`src/rtl/rpc_pkg.sv`:
```
// constants, types and register map of the remote pump control block
// Contract
// - A remote input counts as asserted when its line is pulled to ground, idle when left open.
// - The motor starts on a run request only with the stop line closed and no inhibit present.
// - An open stop line stops the motor and run requests are ignored until it closes again.
// - The local/remote select line enables all remote inputs and outputs and gates run requests.
// - Direction changes only with select and stop closed and the pump stopped.
// - An open rotation input means clockwise, a closed one counter-clockwise.
// - An asserted outlet-full input raises its display flag and the combined alarm.
// - An asserted inlet-empty input raises its display flag and the combined alarm.
// - A spill report raises its display flag and the combined alarm.
// - The speed pulse output is a clock from zero to 1024 Hz scaled to pump speed.
// - In follower mode speed follows the follower pulse frequency of zero to 1024 Hz.
// - In follower mode speed is a set percentage of the leader speed measured from that input.
// - In maintained mode the pump runs only while run is held and stops on release or stop.
// - In non-maintained mode a run pulse is latched until a separate stop condition occurs.
package rpc_pkg;
  // ****************************************************************
  // timing
  // ****************************************************************
  localparam int unsigned CLK_HZ = 250_000_000;
  localparam int unsigned DEB_MS = 5;
  localparam int unsigned DEB_CYC = CLK_HZ / 1000 * DEB_MS;
  localparam int unsigned FILT_US = 20;
  localparam int unsigned FILT_CYC = CLK_HZ / 1_000_000 * FILT_US;
  localparam int unsigned GATE_MS = 1000;
  localparam int unsigned GATE_CYC = CLK_HZ / 1000 * GATE_MS;
  localparam int unsigned FULL_HZ = 1024;
  // two toggles per output period
  localparam int unsigned TGL_CYC = CLK_HZ / (2 * FULL_HZ);
  localparam logic [8:0] MAX_RPM = 9'h190;
  localparam logic [7:0] PCT_FULL = 8'h64;
  // ****************************************************************
  // contact inputs, index into the packed pin vector
  // ****************************************************************
  localparam int NUM_IN = 8;
  localparam int IX_FOLLOW = 0;
  localparam int IX_SPILL = 1;
  localparam int IX_EMPTY = 2;
  localparam int IX_FULL = 3;
  localparam int IX_DIR = 4;
  localparam int IX_SEL = 5;
  localparam int IX_STOP = 6;
  localparam int IX_START = 7;
  typedef struct packed {
    logic start;
    logic stop;
    logic sel;
    logic dir;
    logic full;
    logic empty;
    logic spill;
    logic follow;
  } rpc_pins_t;
  typedef struct packed {
    logic full;
    logic empty;
    logic spill;
  } rpc_alarm_t;
  // ****************************************************************
  // register map
  // ****************************************************************
  localparam logic [7:0] OFS_CTRL = 8'h00;
  localparam logic [7:0] OFS_SPEED = 8'h04;
  localparam logic [7:0] OFS_PCT = 8'h08;
  localparam logic [7:0] OFS_STATUS = 8'h0C;
  localparam logic [7:0] OFS_RPM = 8'h10;
  localparam logic [7:0] OFS_FREQ = 8'h14;
  localparam int CTRL_MAINT = 0;
  localparam int CTRL_FOLLOW = 1;
  localparam int CTRL_INHIBIT = 2;
  localparam logic [2:0] CTRL_RST = 3'h1;
  localparam logic [8:0] SPEED_RST = 9'h000;
endpackage : rpc_pkg

```
`src/rtl/rpc_debounce.sv`:
```
// two-flop synchroniser and hold-time debounce for one active-low contact
module rpc_debounce #(
  parameter int unsigned CYC = 16
) (
  input wire logic clk,
  input wire logic rst_b,
  input wire logic pin_n,
  output logic level
);
  logic s1_r;
  logic s2_r;
  logic [31:0] cnt_r;

  always_ff @(posedge clk or negedge rst_b) begin
    if (!rst_b) begin
      s1_r <= 1'b1;
      s2_r <= 1'b1;
    end else begin
      s1_r <= pin_n;
      s2_r <= s1_r;
    end
  end

  // grounded line is asserted; level moves only after a full quiet hold
  always_ff @(posedge clk or negedge rst_b) begin
    if (!rst_b) begin
      level <= 1'b0;
      cnt_r <= 32'h0;
    end else if (~s2_r == level) begin
      cnt_r <= 32'h0;
    end else if (cnt_r == CYC - 1) begin
      level <= ~s2_r;
      cnt_r <= 32'h0;
    end else begin
      cnt_r <= cnt_r + 32'h1;
    end
  end
endmodule : rpc_debounce

```
`src/rtl/rpc_freq_meter.sv`:
```
// counts rising edges of the follower pulse over a fixed gate window
module rpc_freq_meter #(
  parameter int unsigned GATE = 1000
) (
  input wire logic clk,
  input wire logic rst_b,
  input wire logic pulse,
  output logic [15:0] freq_hz
);
  logic prev_r;
  logic [15:0] edges_r;
  logic [31:0] gate_r;
  logic rise;
  logic gate_end;

  assign rise = pulse & ~prev_r;
  assign gate_end = (gate_r == GATE - 1);

  always_ff @(posedge clk or negedge rst_b) begin
    if (!rst_b) begin
      prev_r <= 1'b0;
      gate_r <= 32'h0;
    end else begin
      prev_r <= pulse;
      gate_r <= gate_end ? 32'h0 : gate_r + 32'h1;
    end
  end

  // saturates rather than wraps on an out-of-range input
  always_ff @(posedge clk or negedge rst_b) begin
    if (!rst_b) begin
      edges_r <= 16'h0;
      freq_hz <= 16'h0;
    end else if (gate_end) begin
      freq_hz <= edges_r;
      edges_r <= {15'h0, rise};
    end else if (rise && edges_r != 16'hFFFF) begin
      edges_r <= edges_r + 16'h1;
    end
  end
endmodule : rpc_freq_meter

```
`src/rtl/rpc_top.sv`:
```
// remote I/O pump control: contacts, run logic, alarms, speed pulses, AHB-Lite registers
//
// The implementer's own choices: the AHB-Lite slave port and the register offsets.
module rpc_top
  import rpc_pkg::*;
#(
  parameter int unsigned DEB_CYC_P = rpc_pkg::DEB_CYC,
  parameter int unsigned FILT_CYC_P = rpc_pkg::FILT_CYC,
  parameter int unsigned GATE_CYC_P = rpc_pkg::GATE_CYC,
  parameter int unsigned TGL_CYC_P = rpc_pkg::TGL_CYC
) (
  input wire logic CLK,
  input wire logic RST_B,
  input wire rpc_pkg::rpc_pins_t PINS_N,
  output logic RUN,
  output logic DIR_CCW,
  output rpc_pkg::rpc_alarm_t ALARM,
  output logic GEN_ALARM,
  output logic SPEED_PULSE,
  output logic [8:0] MOTOR_RPM,
  input wire logic HSEL,
  input wire logic [31:0] HADDR,
  input wire logic [1:0] HTRANS,
  input wire logic HWRITE,
  input wire logic [2:0] HSIZE,
  input wire logic [31:0] HWDATA,
  input wire logic HREADY,
  output logic [31:0] HRDATA,
  output logic HREADYOUT,
  output logic HRESP
);
  import rpc_pkg::*;

  // ****************************************************************
  // input conditioning
  // ****************************************************************
  logic [NUM_IN-1:0] pin_vec;
  logic [NUM_IN-1:0] db;
  assign pin_vec = PINS_N;

  // follower pulse gets a short filter, contacts a long one
  generate
    for (genvar i = 0; i < NUM_IN; i++) begin : g_in
      rpc_debounce #(
        .CYC((i == IX_FOLLOW) ? FILT_CYC_P : DEB_CYC_P)
      ) u_deb (
        .clk(CLK),
        .rst_b(RST_B),
        .pin_n(pin_vec[i]),
        .level(db[i])
      );
    end
  endgenerate

  logic remote_en;
  logic stop_cl;
  assign remote_en = db[IX_SEL];
  assign stop_cl = db[IX_STOP];

  // ****************************************************************
  // registers and bus state
  // ****************************************************************
  logic [2:0] ctrl_r;
  logic [8:0] speed_r;
  logic [7:0] pct_r;
  logic [15:0] freq_hz;
  logic run_r;
  logic dir_r;
  logic start_d_r;
  rpc_alarm_t alarm_r;
  logic gen_alarm_r;
  logic [8:0] rpm_r;
  logic pulse_r;

  logic wr_pend_r;
  logic rd_pend_r;
  logic [7:0] addr_r;
  logic [31:0] rdata_r;
  logic ready_r;
  logic accept;

  function automatic logic hit(input logic [7:0] a, input logic [7:0] ofs);
    hit = (a == ofs);
  endfunction : hit

  // size is not decoded: every register is one whole word
  assign accept = HSEL & HTRANS[1] & HREADY;

  // reads take one wait state so a write just before is seen
  always_ff @(posedge CLK or negedge RST_B) begin
    if (!RST_B) begin
      wr_pend_r <= 1'b0;
      rd_pend_r <= 1'b0;
      addr_r <= 8'h00;
      ready_r <= 1'b1;
    end else begin
      wr_pend_r <= accept & HWRITE;
      rd_pend_r <= accept & ~HWRITE;
      if (accept) begin
        addr_r <= HADDR[7:0];
      end
      ready_r <= ~(accept & ~HWRITE);
    end
  end

  always_ff @(posedge CLK or negedge RST_B) begin
    if (!RST_B) begin
      ctrl_r <= CTRL_RST;
      speed_r <= SPEED_RST;
      pct_r <= PCT_FULL;
    end else if (wr_pend_r) begin
      if (hit(addr_r, OFS_CTRL)) begin
        ctrl_r <= HWDATA[2:0];
      end
      if (hit(addr_r, OFS_SPEED)) begin
        speed_r <= HWDATA[8:0];
      end
      if (hit(addr_r, OFS_PCT)) begin
        pct_r <= HWDATA[7:0];
      end
    end
  end

  // unmapped offsets read as zero
  always_ff @(posedge CLK or negedge RST_B) begin
    if (!RST_B) begin
      rdata_r <= 32'h0;
    end else if (rd_pend_r) begin
      rdata_r <= 32'h0;
      if (hit(addr_r, OFS_CTRL)) begin
        rdata_r <= {29'h0, ctrl_r};
      end
      if (hit(addr_r, OFS_SPEED)) begin
        rdata_r <= {23'h0, speed_r};
      end
      if (hit(addr_r, OFS_PCT)) begin
        rdata_r <= {24'h0, pct_r};
      end
      if (hit(addr_r, OFS_STATUS)) begin
        rdata_r <= {24'h0, db[IX_START], stop_cl, alarm_r, remote_en, dir_r, run_r};
      end
      if (hit(addr_r, OFS_RPM)) begin
        rdata_r <= {23'h0, rpm_r};
      end
      if (hit(addr_r, OFS_FREQ)) begin
        rdata_r <= {16'h0, freq_hz};
      end
    end
  end

  assign HRDATA = rdata_r;
  assign HREADYOUT = ready_r;
  assign HRESP = 1'b0;

  // ****************************************************************
  // run / stop
  // ****************************************************************
  logic run_ok;
  logic maint;
  logic start_rise;
  assign maint = ctrl_r[CTRL_MAINT];
  assign run_ok = remote_en & stop_cl & ~ctrl_r[CTRL_INHIBIT];
  assign start_rise = db[IX_START] & ~start_d_r;

  always_ff @(posedge CLK or negedge RST_B) begin
    if (!RST_B) begin
      start_d_r <= 1'b0;
      run_r <= 1'b0;
    end else begin
      start_d_r <= db[IX_START];
      if (!run_ok) begin
        run_r <= 1'b0;
      end else if (maint) begin
        run_r <= db[IX_START];
      end else if (start_rise) begin
        run_r <= 1'b1;
      end
    end
  end

  // direction is frozen while running or not in remote control
  always_ff @(posedge CLK or negedge RST_B) begin
    if (!RST_B) begin
      dir_r <= 1'b0;
    end else if (remote_en && stop_cl && !run_r) begin
      dir_r <= db[IX_DIR];
    end
  end

  // ****************************************************************
  // alarms
  // ****************************************************************
  always_ff @(posedge CLK or negedge RST_B) begin
    if (!RST_B) begin
      alarm_r <= '0;
      gen_alarm_r <= 1'b0;
    end else begin
      alarm_r.full <= remote_en & db[IX_FULL];
      alarm_r.empty <= remote_en & db[IX_EMPTY];
      alarm_r.spill <= remote_en & db[IX_SPILL];
      gen_alarm_r <= remote_en & (db[IX_FULL] | db[IX_EMPTY] | db[IX_SPILL]);
    end
  end

  // ****************************************************************
  // speed
  // ****************************************************************
  rpc_freq_meter #(
    .GATE(GATE_CYC_P)
  ) u_meter (
    .clk(CLK),
    .rst_b(RST_B),
    .pulse(db[IX_FOLLOW]),
    .freq_hz(freq_hz)
  );

  logic [31:0] lead_rpm;
  logic [31:0] follow_rpm;
  logic [8:0] target;

  // integer rpm; fractional rpm is dropped at each step
  always_comb begin
    lead_rpm = ({16'h0, freq_hz} * {23'h0, MAX_RPM}) / FULL_HZ;
    follow_rpm = (lead_rpm * {24'h0, pct_r}) / {24'h0, PCT_FULL};
    if (!ctrl_r[CTRL_FOLLOW]) begin
      target = (speed_r > MAX_RPM) ? MAX_RPM : speed_r;
    end else if (follow_rpm > {23'h0, MAX_RPM}) begin
      target = MAX_RPM;
    end else begin
      target = follow_rpm[8:0];
    end
  end

  always_ff @(posedge CLK or negedge RST_B) begin
    if (!RST_B) begin
      rpm_r <= 9'h000;
    end else begin
      rpm_r <= run_r ? target : 9'h000;
    end
  end

  // ****************************************************************
  // speed pulse: accumulate rpm each tick, toggle per MAX_RPM
  // ****************************************************************
  logic [31:0] tick_cnt_r;
  logic tick;
  logic [9:0] acc_r;
  logic [9:0] acc_sum;
  assign tick = (tick_cnt_r == TGL_CYC_P - 1);
  assign acc_sum = acc_r + {1'b0, rpm_r};

  always_ff @(posedge CLK or negedge RST_B) begin
    if (!RST_B) begin
      tick_cnt_r <= 32'h0;
    end else begin
      tick_cnt_r <= tick ? 32'h0 : tick_cnt_r + 32'h1;
    end
  end

  always_ff @(posedge CLK or negedge RST_B) begin
    if (!RST_B) begin
      acc_r <= 10'h000;
      pulse_r <= 1'b0;
    end else if (!remote_en || rpm_r == 9'h000) begin
      acc_r <= 10'h000;
      pulse_r <= 1'b0;
    end else if (tick) begin
      if (acc_sum >= {1'b0, MAX_RPM}) begin
        acc_r <= acc_sum - {1'b0, MAX_RPM};
        pulse_r <= ~pulse_r;
      end else begin
        acc_r <= acc_sum;
      end
    end
  end

  assign RUN = run_r;
  assign DIR_CCW = dir_r;
  assign ALARM = alarm_r;
  assign GEN_ALARM = gen_alarm_r;
  assign SPEED_PULSE = pulse_r;
  assign MOTOR_RPM = rpm_r;
endmodule : rpc_top

```
`config.mk`:
```
export PLATFORM = sky130hd
export DESIGN_NAME = rpc_top
export DESIGN_NICKNAME = d
export VERILOG_FILES = /design/src/rtl/rpc_pkg.sv /design/src/rtl/rpc_debounce.sv /design/src/rtl/rpc_freq_meter.sv /design/src/rtl/rpc_top.sv
export SDC_FILE = /design/constraint.sdc
export NUM_CORES = 1
export LEC_CHECK = 0
export BUFFER_PORTS_ARGS = -buffer_cell sky130_fd_sc_hd__buf_2
export CELL_PAD_IN_SITES_DETAIL_PLACEMENT = 2
export CELL_PAD_IN_SITES_GLOBAL_PLACEMENT = 2
export CORE_ASPECT_RATIO = 0.6
export CORE_MARGIN = 2
export CORE_UTILIZATION = 35
export CTS_BUF_LIST = sky130_fd_sc_hd__clkbuf_16
export DETAILED_ROUTE_END_ITERATION = 12
export GPL_ROUTABILITY_DRIVEN = 0
export PLACE_DENSITY_LB_ADDON = 0.05
export SLEW_MARGIN = 20
export SYNTH_ARGS = -nofsm -noshare
export SYNTH_HDL_FRONTEND = slang
export SYNTH_SLANG_ARGS = --single-unit
```
`constraint.sdc`:
```
create_clock -name CLK -period 52.1 [get_ports CLK]
set_clock_uncertainty 0.05 [all_clocks]
set_input_delay 5.21 -clock CLK [delete_from_list [all_inputs] [get_ports CLK]]
set_output_delay 5.21 -clock CLK [all_outputs]
set_load 0.02 [all_outputs]
```
==> impl_metrics.yaml, run 1 <==
die:
  placementRows: 83
  die_h_microns: 233
  initial_core_util_pct: 35.5
  dieWidth_microns: 385
  coreArea_sq_mm: 0.0860
  pin_count: 132
  dieArea_sq_mm: 0.0897
timing:
  worst_slack_ns: 30.10
  post-route-period-util_pct: 42.2
  worst_pin_slew_ns: 1.07
  finalHoldViolCount: 0
  setup_tns_ns: 0
  hold_ws_ns: 0.306
  period_needed_ns: 22.00
  setup_viol: 0
  drv_slew: 0
  slew_headroom_pct: 28.4
  max_clock_freq_ghz: 0.0455
  rsz0062_at_grt: "false"
worst_setup_path:
  endpoint_kind: "flip-flop"
  reg2reg_slack_ns: 30.10
  path_buf_inv: 2
  required_ns: 52.55
  slowest_delay_ns: 0.72
  slowest_stage: "a211oi_1"
  cp_max_fo: 11
  startpoint_type: "flip-flop"
  critPathTopFamily: "compound AO/OA/AOI/OAI gates"
  cp_common_cell: "o21a_1"
  crit_type: "flip-flop to flip-flop"
  arrival_ns: 22.45
global_route:
  use_met2_pct: 31.2
  overflow: 0
  grt_pass1_vias: 26600
  grt_pass1_wl_microns: 150000
  track_usage_pct: 20.6
  grt.met1_usage_pct: 31.4
  antenna_found_initial: 0
  grt_max_degree: 113
  grtUsageMet3_pct: 2.61
  top_usage_layer: "met1"
power:
  pwr-share-seq_pct: 48.5
  power.switching_w: 0.000180
  p_sw_share_pct: 24.1
  power.leakage_nw: 15.0
  peakVddDrop_uv: 24.1
  pwr-share-comb_pct: 3.8
  p_int_w: 0.000568
  clockPowerShare_pct: 47.7
  power_per_cell_area_mw_per_mm2: 22.3
logic_synthesis:
  yosys_warnings: 0
  netlist_area_sq_mm: 0.0305
  ys_seq_area_share_pct: 37.0
  syn-instance-count: 3332
  yosysTopAreaCell: "dfrtp_1"
  synthFlopType: "dfrtp_1"
  synth_top_area_share_pct: 35.2
  synthArstFlopShare_pct: 100
  syn_avg_cell_area_sq_um: 9.17
  synth_edf_count: 0
  synth.distinct_cells: 123
  synth.area.top_cells: "dfrtp_1, fa_1, xor2_1"
  ys_seq_elements: 451
status:
  outcome: "completed"
clocking:
  ctsHoldBuffers: 0
  cts.reportedPaths.clkPinSlew_ns: 0.06
  cts_tree: "done"
  clock_latency_ns: 0.61
  cts_resized: 0
  clk_path_buf_depth: 3
  cts_buffers: 49
  cts_root_buffer: "clkbuf_16"
  cts_sinks: 451
  cts_max_level: 2
  post_cts_buffers: 0
worst_hold_path:
  worstHoldPathType: "flip-flop to flip-flop"
routing:
  wire_per_inst_microns: 20.0
  routed_wl_microns: 90800
  ant_nets: 0
  via_count: 24800
  routed_via_density: 5.45
  drc: 0
  first_iter_violations: 1177
  dr.pass1.iters: 6
placed_design:
  preCtsSetupSlack_ns: 30.59
  io_buffers: 63
  place_hpwl_microns: 68700
  placed_cells: 4456
flow_run:
  max_cap_violations: 0
final_layout:
  layout-drive-gt1-share_pct: 8.70
  area.growth.synth_to_final_pct: 9.90
  layout.cells.non_filler: 4549
  final_nets: 3647
## flip-flops by register name, indices dropped and copies added (netlist names), 3 cells and up
name,flops
ALARM,3
HRDATA,16
MOTOR_RPM,9
acc_r,10
addr_r,8
ctrl_r,3
g_in.u_deb.cnt_r,256
g_in.u_deb.level,8
g_in.u_deb.s1_r,8
g_in.u_deb.s2_r,8
pct_r,8
speed_r,9
tick_cnt_r,32
u_meter.edges_r,16
u_meter.freq_hz,16
u_meter.gate_r,32
## synthesized netlist by cell type (86+ instances only)
library cell	n
dfrtp_1	430
nor2_1	422
nand2_1	288
inv_1	201
xor2_1	193
xnor2_1	149
nand3_1	147
and2_1	124
ha_1	116
a21oi_1	113
o21ai_0	100
and3_1	92
fa_1	89
clkbuf_1	86
## kinds of logic (layout without fill, tap and decap cells)
| group | count (synthesis) | in the layout | synth area share (%) |
|---|---|---|---|
| AO/OA/AOI/OAI | 525 | 525 | 12.7 |
| XOR/XNOR | 346 | 346 | 10.1 |
| adder cells (fa/ha/maj) | 206 | 206 | 10.6 |
| buffers and inverters | 319 | 372 | 4.26 |
| flip-flops | 451 | 451 | 37.0 |
| multiplexers | 75 | 75 | 2.69 |
| other | 1 | 18 | 0.0123 |
| AND/OR/NAND/NOR | 1409 | 1409 | 22.6 |
## through the flow
step	area, sq um	util, %	total power [W]
after global placement	32000	37.2	0.000397
final	33600	39.0	0.000749
after global routing	33600	39.0	0.000782
after CTS	33600	39.0	0.000764
after floorplan	30600	-	0.000382
after detailed placement	32000	37.2	0.000399
## worst reg2reg max path: cells and delay by family (launching register included)
kind	cells	cell delay (ns)
XOR/XNOR	1	0.18
AO/OA/AOI/OAI	36	11.35
AND/OR/NAND/NOR	18	5.33
flip-flops	1	0.43
multiplexers	1	0.34
adder cells (fa/ha/maj)	10	4.08
buffers and inverters	2	0.11
## power groups by stage
stage	Sequential, W	Clock, W	Combinational, W
floorplan	0.000367	0	0.0000156
global placement	0.000369	0	0.0000283
detailed placement	0.000370	0	0.0000296
CTS	0.000363	0.000371	0.0000297
global route	0.000364	0.000385	0.0000322
finish	0.000363	0.000357	0.0000284
## cell usage in the layout (no fill, tap or decap), drive strengths merged, types with 52 or more instances in the layout
cell	synthesis	final
dfrtp	430	430
nor2	425	425
nand2	289	289
inv	201	215
xor2	194	194
xnor2	152	152
nand3	147	147
and2	126	126
a21oi	118	118
o21ai	118	118
ha	116	116
and3	93	93
fa	89	89
buf	32	79
nor3	70	70
nor4	61	61
nand4	60	60
or3	52	52
## final timing paths
check,start,endpoint,depth (start not counted)
hold reg to reg,g_in[1].u_deb.s1_r,g_in[1].u_deb.s2_r,0
min in group asynchronous,RST_B,g_in[7].u_deb.cnt_r[31],1
setup reg to reg,u_meter.freq_hz[1],MOTOR_RPM[4],68
hold / removal,g_in[1].u_deb.s1_r,g_in[1].u_deb.s2_r,0
setup / recovery,u_meter.freq_hz[1],MOTOR_RPM[4],68
max in group asynchronous,RST_B,tick_cnt_r[3],4
## layer usage
metal | vias up | share of wire, %
met1 | 12900 | 52
li1 | 11600 | -
met5 | - | 0
met2 | 249 | 43
met4 | 0 | 1.5
met3 | 74 | 3.1
## area by class of cell
class / instances / area (sq um)
fillers: 9353 / 52400
multi-input cells: 2578 / 18000
flip-flops and latches: 451 / 11300
well taps: 1147 / 1440
clock buffers: 50 / 1250
inverters: 201 / 754
repair buffers: 79 / 445
clock inverters: 42 / 360
diodes: 1 / 2.50
(Power assumes the default switching activity.)
==> run 2: changes to the inputs <==
ABC_AREA = 1   (was unset)
CORE_UTILIZATION = 34   (was 35)
clock period = 18.3 ns   (was 52.1 ns; I/O delays follow)
==> impl_metrics.yaml, run 2 <==
timing:
  setup_tns_ns: 0
  slew_headroom_pct: 25.9
  setup_viol: 0
  finalHoldViolCount: 0
  worst_pin_slew_ns: 1.10
  drv_slew: 0
  post-route-period-util_pct: 91.5
  period_needed_ns: 16.74
  max_clock_freq_ghz: 0.0597
die:
  dieWidth_microns: 388
  die_h_microns: 234
  coreArea_sq_mm: 0.0875
  initial_core_util_pct: 34.3
  placementRows: 84
  dieArea_sq_mm: 0.0908
  pin_count: 132
placed_design:
  io_buffers: 63
  placed_area_sq_mm: 0.0316
  place_hpwl_microns: 70000
worst_setup_path:
  r2r_cells: 118
  crit_start: "u_meter.freq_hz[1]"
  rr_startpoint: "u_meter.freq_hz[1]"
  slowest_delay_ns: 0.54
  crit_type: "flip-flop to flip-flop"
  path_buf_inv: 12
  endpoint_kind: "flip-flop"
  cp_max_fo: 8
  critPathTopFamily: "simple AND/OR/NAND/NOR gates"
  required_ns: 18.76
  path_depth: 118
  slowest_stage: "fa_1"
  timing.rr.end: "MOTOR_RPM[1]"
  arrival_ns: 17.20
  startpoint_type: "flip-flop"
  reg2reg_slack_ns: 1.56
  crit_path_end: "MOTOR_RPM[1]"
routing:
  via_count: 26000
  ant_nets: 0
  routed_via_density: 4.97
  drc: 0
  wire_per_inst_microns: 17.3
  dr.pass1.iters: 5
  routed_wl_microns: 90400
  first_iter_violations: 1082
global_route:
  grt_pass1_wl_microns: 151000
  overflow: 0
  grt_max_degree: 129
  track_usage_pct: 20.2
  grt_pass1_vias: 27800
  antenna_found_initial: 1
clocking:
  cts_root_buffer: "clkbuf_16"
  cts_tree: "done"
  cts_sinks: 451
  clk_path_buf_depth: 3
  cts.reportedPaths.clkPinSlew_ns: 0.06
  cts_max_level: 2
  clock_latency_ns: 0.63
  cts_buffers: 51
status:
  outcome: "completed"
flow_run:
  max_cap_violations: 0
power:
  peakVddDrop_uv: 75.2
  power.leakage_nw: 16.6
  power_per_cell_area_mw_per_mm2: 63.6
  power_w: 0.00212
final_layout:
  layout-drive-gt1-share_pct: 9.65
  final_nets: 4308
  fin_area_sq_mm: 0.0334
  final_cell_mix: "inv_1, nand2_1, nor2_1"
  area.growth.synth_to_final_pct: 11.2
  regMostFlops: "g_in.u_deb.cnt_r"
  largest_reg_flops: 256
  fin_util_pct: 38.1
  final_common_cell: "inv_1"
  largestRegisters: "g_in.u_deb.cnt_r: 256 flops, tick_cnt_r: 32 flops, u_meter.gate_r: 32 flops"
logic_synthesis:
  synth.area.top_cells: "dfrtp_1, inv_1, nand2_1"
  synth_top_area_share_pct: 35.8
  ys_seq_elements: 451
  synthArstFlopShare_pct: 100
  netlist_area_sq_mm: 0.0300
  ys_seq_area_share_pct: 37.7
  yosysTopAreaCell: "dfrtp_1"
  synthFlopType: "dfrtp_1"
  yosysMostFrequentCell: "inv_1"
  syn-instance-count: 3936
  synth_edf_count: 0
  synthTopCellsByCount: "inv_1, nand2_1, nor2_1"
  syn_avg_cell_area_sq_um: 7.63
  synth.distinct_cells: 67
  yosys_warnings: 0
worst_hold_path:
  worstHoldPathType: "flip-flop to flip-flop"
-- run 2: kinds of logic (layout without fill, tap and decap cells) --
| group | count (synthesis) | after routing | share of synthesized area (%) |
|---|---|---|---|
| AO/OA/AOI/OAI | 501 | 501 | 9.32 |
| other | 1 | 18 | 0.0125 |
| multiplexers | 7 | 7 | 0.258 |
| buffers and inverters | 790 | 900 | 10.2 |
| adder cells (fa/ha/maj) | 205 | 205 | 10.8 |
| flip-flops | 451 | 451 | 37.7 |
| XOR/XNOR | 90 | 90 | 2.63 |
| AND/OR/NAND/NOR | 1891 | 1891 | 29.2 |
-- run 2: area by class of cell --
cell class / instances / area [sq um]
timing repair buffer: 80 / 465
fill: 10300 / 54200
antenna: 1 / 2.50
inverter: 726 / 2730
sequential: 451 / 11300
tap: 1161 / 1450
clock buffer: 52 / 1300
multi-input combinational: 2711 / 15800
clock inverter: 42 / 309
-- run 2: worst min-delay path by stage --
stage	startpoint	end	cells after the start
5_1_grt	g_in[2].u_deb.s1_r	g_in[2].u_deb.s2_r	0
4_1_cts	g_in[0].u_deb.s1_r	g_in[0].u_deb.s2_r	0
3_5_place_dp	g_in[0].u_deb.s1_r	g_in[0].u_deb.s2_r	0
6_report	g_in[0].u_deb.s1_r	g_in[0].u_deb.s2_r	0
2_1_floorplan	g_in[0].u_deb.s1_r	g_in[0].u_deb.s2_r	0
3_3_place_gp	g_in[0].u_deb.s1_r	g_in[0].u_deb.s2_r	0
-- run 2: where the power goes --
group          total (W)  switching, W  internal [W]
logic          0.0000759     0.0000591     0.0000168
clock network    0.00102      0.000463      0.000560
registers        0.00102     0.0000113       0.00101
-- run 2: routing by layer --
| metal | GRT usage [%] | share of wire [%] | vias up |
|---|---|---|---|
| met5 | 0 | 0 | - |
| met4 | 3.65 | 1.6 | 0 |
| met3 | 2.86 | 3.0 | 76 |
| met2 | 28.9 | 39 | 202 |
| met1 | 32.1 | 56 | 12900 |
| li1 | - | - | 12800 |
-- run 2: stage by stage --
| step | cells | setup WS (ns) | hold WS (ns) |
|---|---|---|---|
| after global routing | 5223 | -0.0305 | 0.313 |
| after CTS | 5218 | 0.788 | 0.306 |
| after detailed placement | 5124 | 0.903 | 0.297 |
| final | 5224 | 1.56 | 0.305 |
| after floorplan | 3952 | 4.20 | 0.295 |
| after global placement | 5124 | 1.33 | 0.296 |
-- run 2: timing repair --
item,in CTS,in global routing
setup buffers,0,5
hold buffers,0,0
gates resized for setup,0,21
setup endpoints to repair,0,9
==> run 3: changes to the inputs <==
CELL_PAD_IN_SITES_DETAIL_PLACEMENT = 1   (was 2)
CELL_PAD_IN_SITES_GLOBAL_PLACEMENT = 1   (was 2)
CORE_ASPECT_RATIO = unset   (was 0.6)
CORE_UTILIZATION = 35   (was 34)
clock period = 18.9 ns   (was 18.3 ns; I/O delays follow)
==> impl_metrics.yaml, run 3 (same netlist as run 2, synthesis figures left out) <==
routing:
  dr.pass1.iters: 4
  routed_via_density: 4.86
  first_iter_violations: 974
  wire_per_inst_microns: 15.2
  ant_nets: 0
  via_count: 25300
  drc: 0
  routed_wl_microns: 79000
worst_setup_path:
  startpoint_type: "flip-flop"
  endpoint_kind: "flip-flop"
  slowest_delay_ns: 0.61
  path_buf_inv: 12
  cp_common_cell: "nand2_2"
  critPathTopFamily: "simple AND/OR/NAND/NOR gates"
  reg2reg_slack_ns: 2.07
  required_ns: 19.39
  arrival_ns: 17.33
  slowest_stage: "xnor2_1"
  cp_max_fo: 13
  crit_type: "flip-flop to flip-flop"
global_route:
  grt_pass1_wl_microns: 134000
  antenna_found_initial: 2
  grt_pass1_vias: 26300
  track_usage_pct: 18.2
  grt_max_degree: 94
  overflow: 0
timing:
  setup_tns_ns: 0
  slew_headroom_pct: 24.1
  rsz0062_at_grt: "false"
  period_needed_ns: 16.83
  setup_viol: 0
  worst_pin_slew_ns: 1.13
  post-route-period-util_pct: 89.1
  max_clock_freq_ghz: 0.0594
  finalHoldViolCount: 0
  drv_slew: 0
clocking:
  clock_latency_ns: 0.64
  cts_tree: "done"
  cts_buffers: 57
  cts_root_buffer: "clkbuf_16"
  cts_resized: 0
  cts_max_level: 2
  cts_sinks: 451
  clk_path_buf_depth: 3
  post_cts_buffers: 0
  cts.reportedPaths.clkPinSlew_ns: 0.06
  ctsHoldBuffers: 0
final_layout:
  final_common_cell: "inv_1"
  seq_area_sq_mm: 0.0113
  area.growth.synth_to_final_pct: 11.1
  regMostFlops: "g_in.u_deb.cnt_r"
  fillers: 10600
  layout-drive-gt1-share_pct: 9.17
  layout.cells.non_filler: 5211
  largest_reg_flops: 256
  final_cell_mix: "inv_1, nand2_1, nor2_1"
  final_nets: 4307
  multi_input_area_sq_mm: 0.0157
  largestRegisters: "g_in.u_deb.cnt_r: 256 flops, tick_cnt_r: 32 flops, u_meter.gate_r: 32 flops"
  n_antenna_cell: 0
  fin_util_pct: 39.2
power:
  power_w: 0.00210
  peakVddDrop_uv: 67.3
  power.leakage_nw: 16.7
  power_per_cell_area_mw_per_mm2: 63.0
status:
  outcome: "completed"
die:
  die_h_microns: 297
  dieWidth_microns: 297
  pin_count: 132
  coreArea_sq_mm: 0.0851
  dieArea_sq_mm: 0.0881
  placementRows: 107
  initial_core_util_pct: 35.3
flow_run:
  max_cap_violations: 0
placed_design:
  placed_cells: 5105
  io_buffers: 63
  place_hpwl_microns: 60600
worst_hold_path:
  worstHoldPathType: "flip-flop to flip-flop"
## run 3: final cells by class
type	instances	share of cell area, %
tap	1144	4.29
multi-input combinational	2711	47.1
timing repair buffer	73	1.20
clock buffer	57	4.28
clock inverter	49	1.01
sequential	451	33.9
inverter	726	8.18
## run 3: metal layers
layer  part of all wire (%)  vias to the layer above  track usage (%)
met1                     49                    12300             25.5
met2                     45                      190             29.6
met5                  0.010                        -                0
met4                    2.1                        2             4.34
li1                       -                    12800                -
met3                    3.2                       91             2.73
## run 3: path summary, 6_finish.rpt
path	end	startpoint	depth (start not counted)
max reg2reg	MOTOR_RPM[2]	u_meter.freq_hz[1]	120
max	MOTOR_RPM[2]	u_meter.freq_hz[1]	120
min in group asynchronous	g_in[1].u_deb.cnt_r[23]	RST_B	1
min	g_in[2].u_deb.s2_r	g_in[2].u_deb.s1_r	0
min reg2reg	g_in[2].u_deb.s2_r	g_in[2].u_deb.s1_r	0
max in group asynchronous	acc_r[7]	RST_B	4
## run 3: metrics by stage
stage / setup WS (ns) / hold WS [ns] / cell area (sq um)
6_report: 2.07 / 0.303 / 33400
5_1_grt: 0.0811 / 0.298 / 33400
4_1_cts: 1.75 / 0.292 / 33400
3_5_place_dp: 1.85 / 0.297 / 31600
3_3_place_gp: 2.02 / 0.296 / 31600
2_1_floorplan: 4.80 / 0.295 / 30100
## run 3: worst register-to-register path: cells and delay by family, from the launching register on
kind | cells | cell delay [ns]
simple gates | 88 | 9.30
fa+ha+maj | 9 | 3.59
compound gates | 10 | 2.00
buf+inv | 12 | 0.74
xor+xnor | 1 | 0.61
flops | 1 | 0.44
## run 3: report_power, final
| part | switching, W | internal [W] | total, W |
|---|---|---|---|
| clock network | 0.000449 | 0.000587 | 0.00104 |
| logic | 0.0000556 | 0.0000161 | 0.0000717 |
| registers | 0.0000122 | 0.000980 | 0.000992 |
| total | 0.000517 | 0.00158 | 0.00210 |
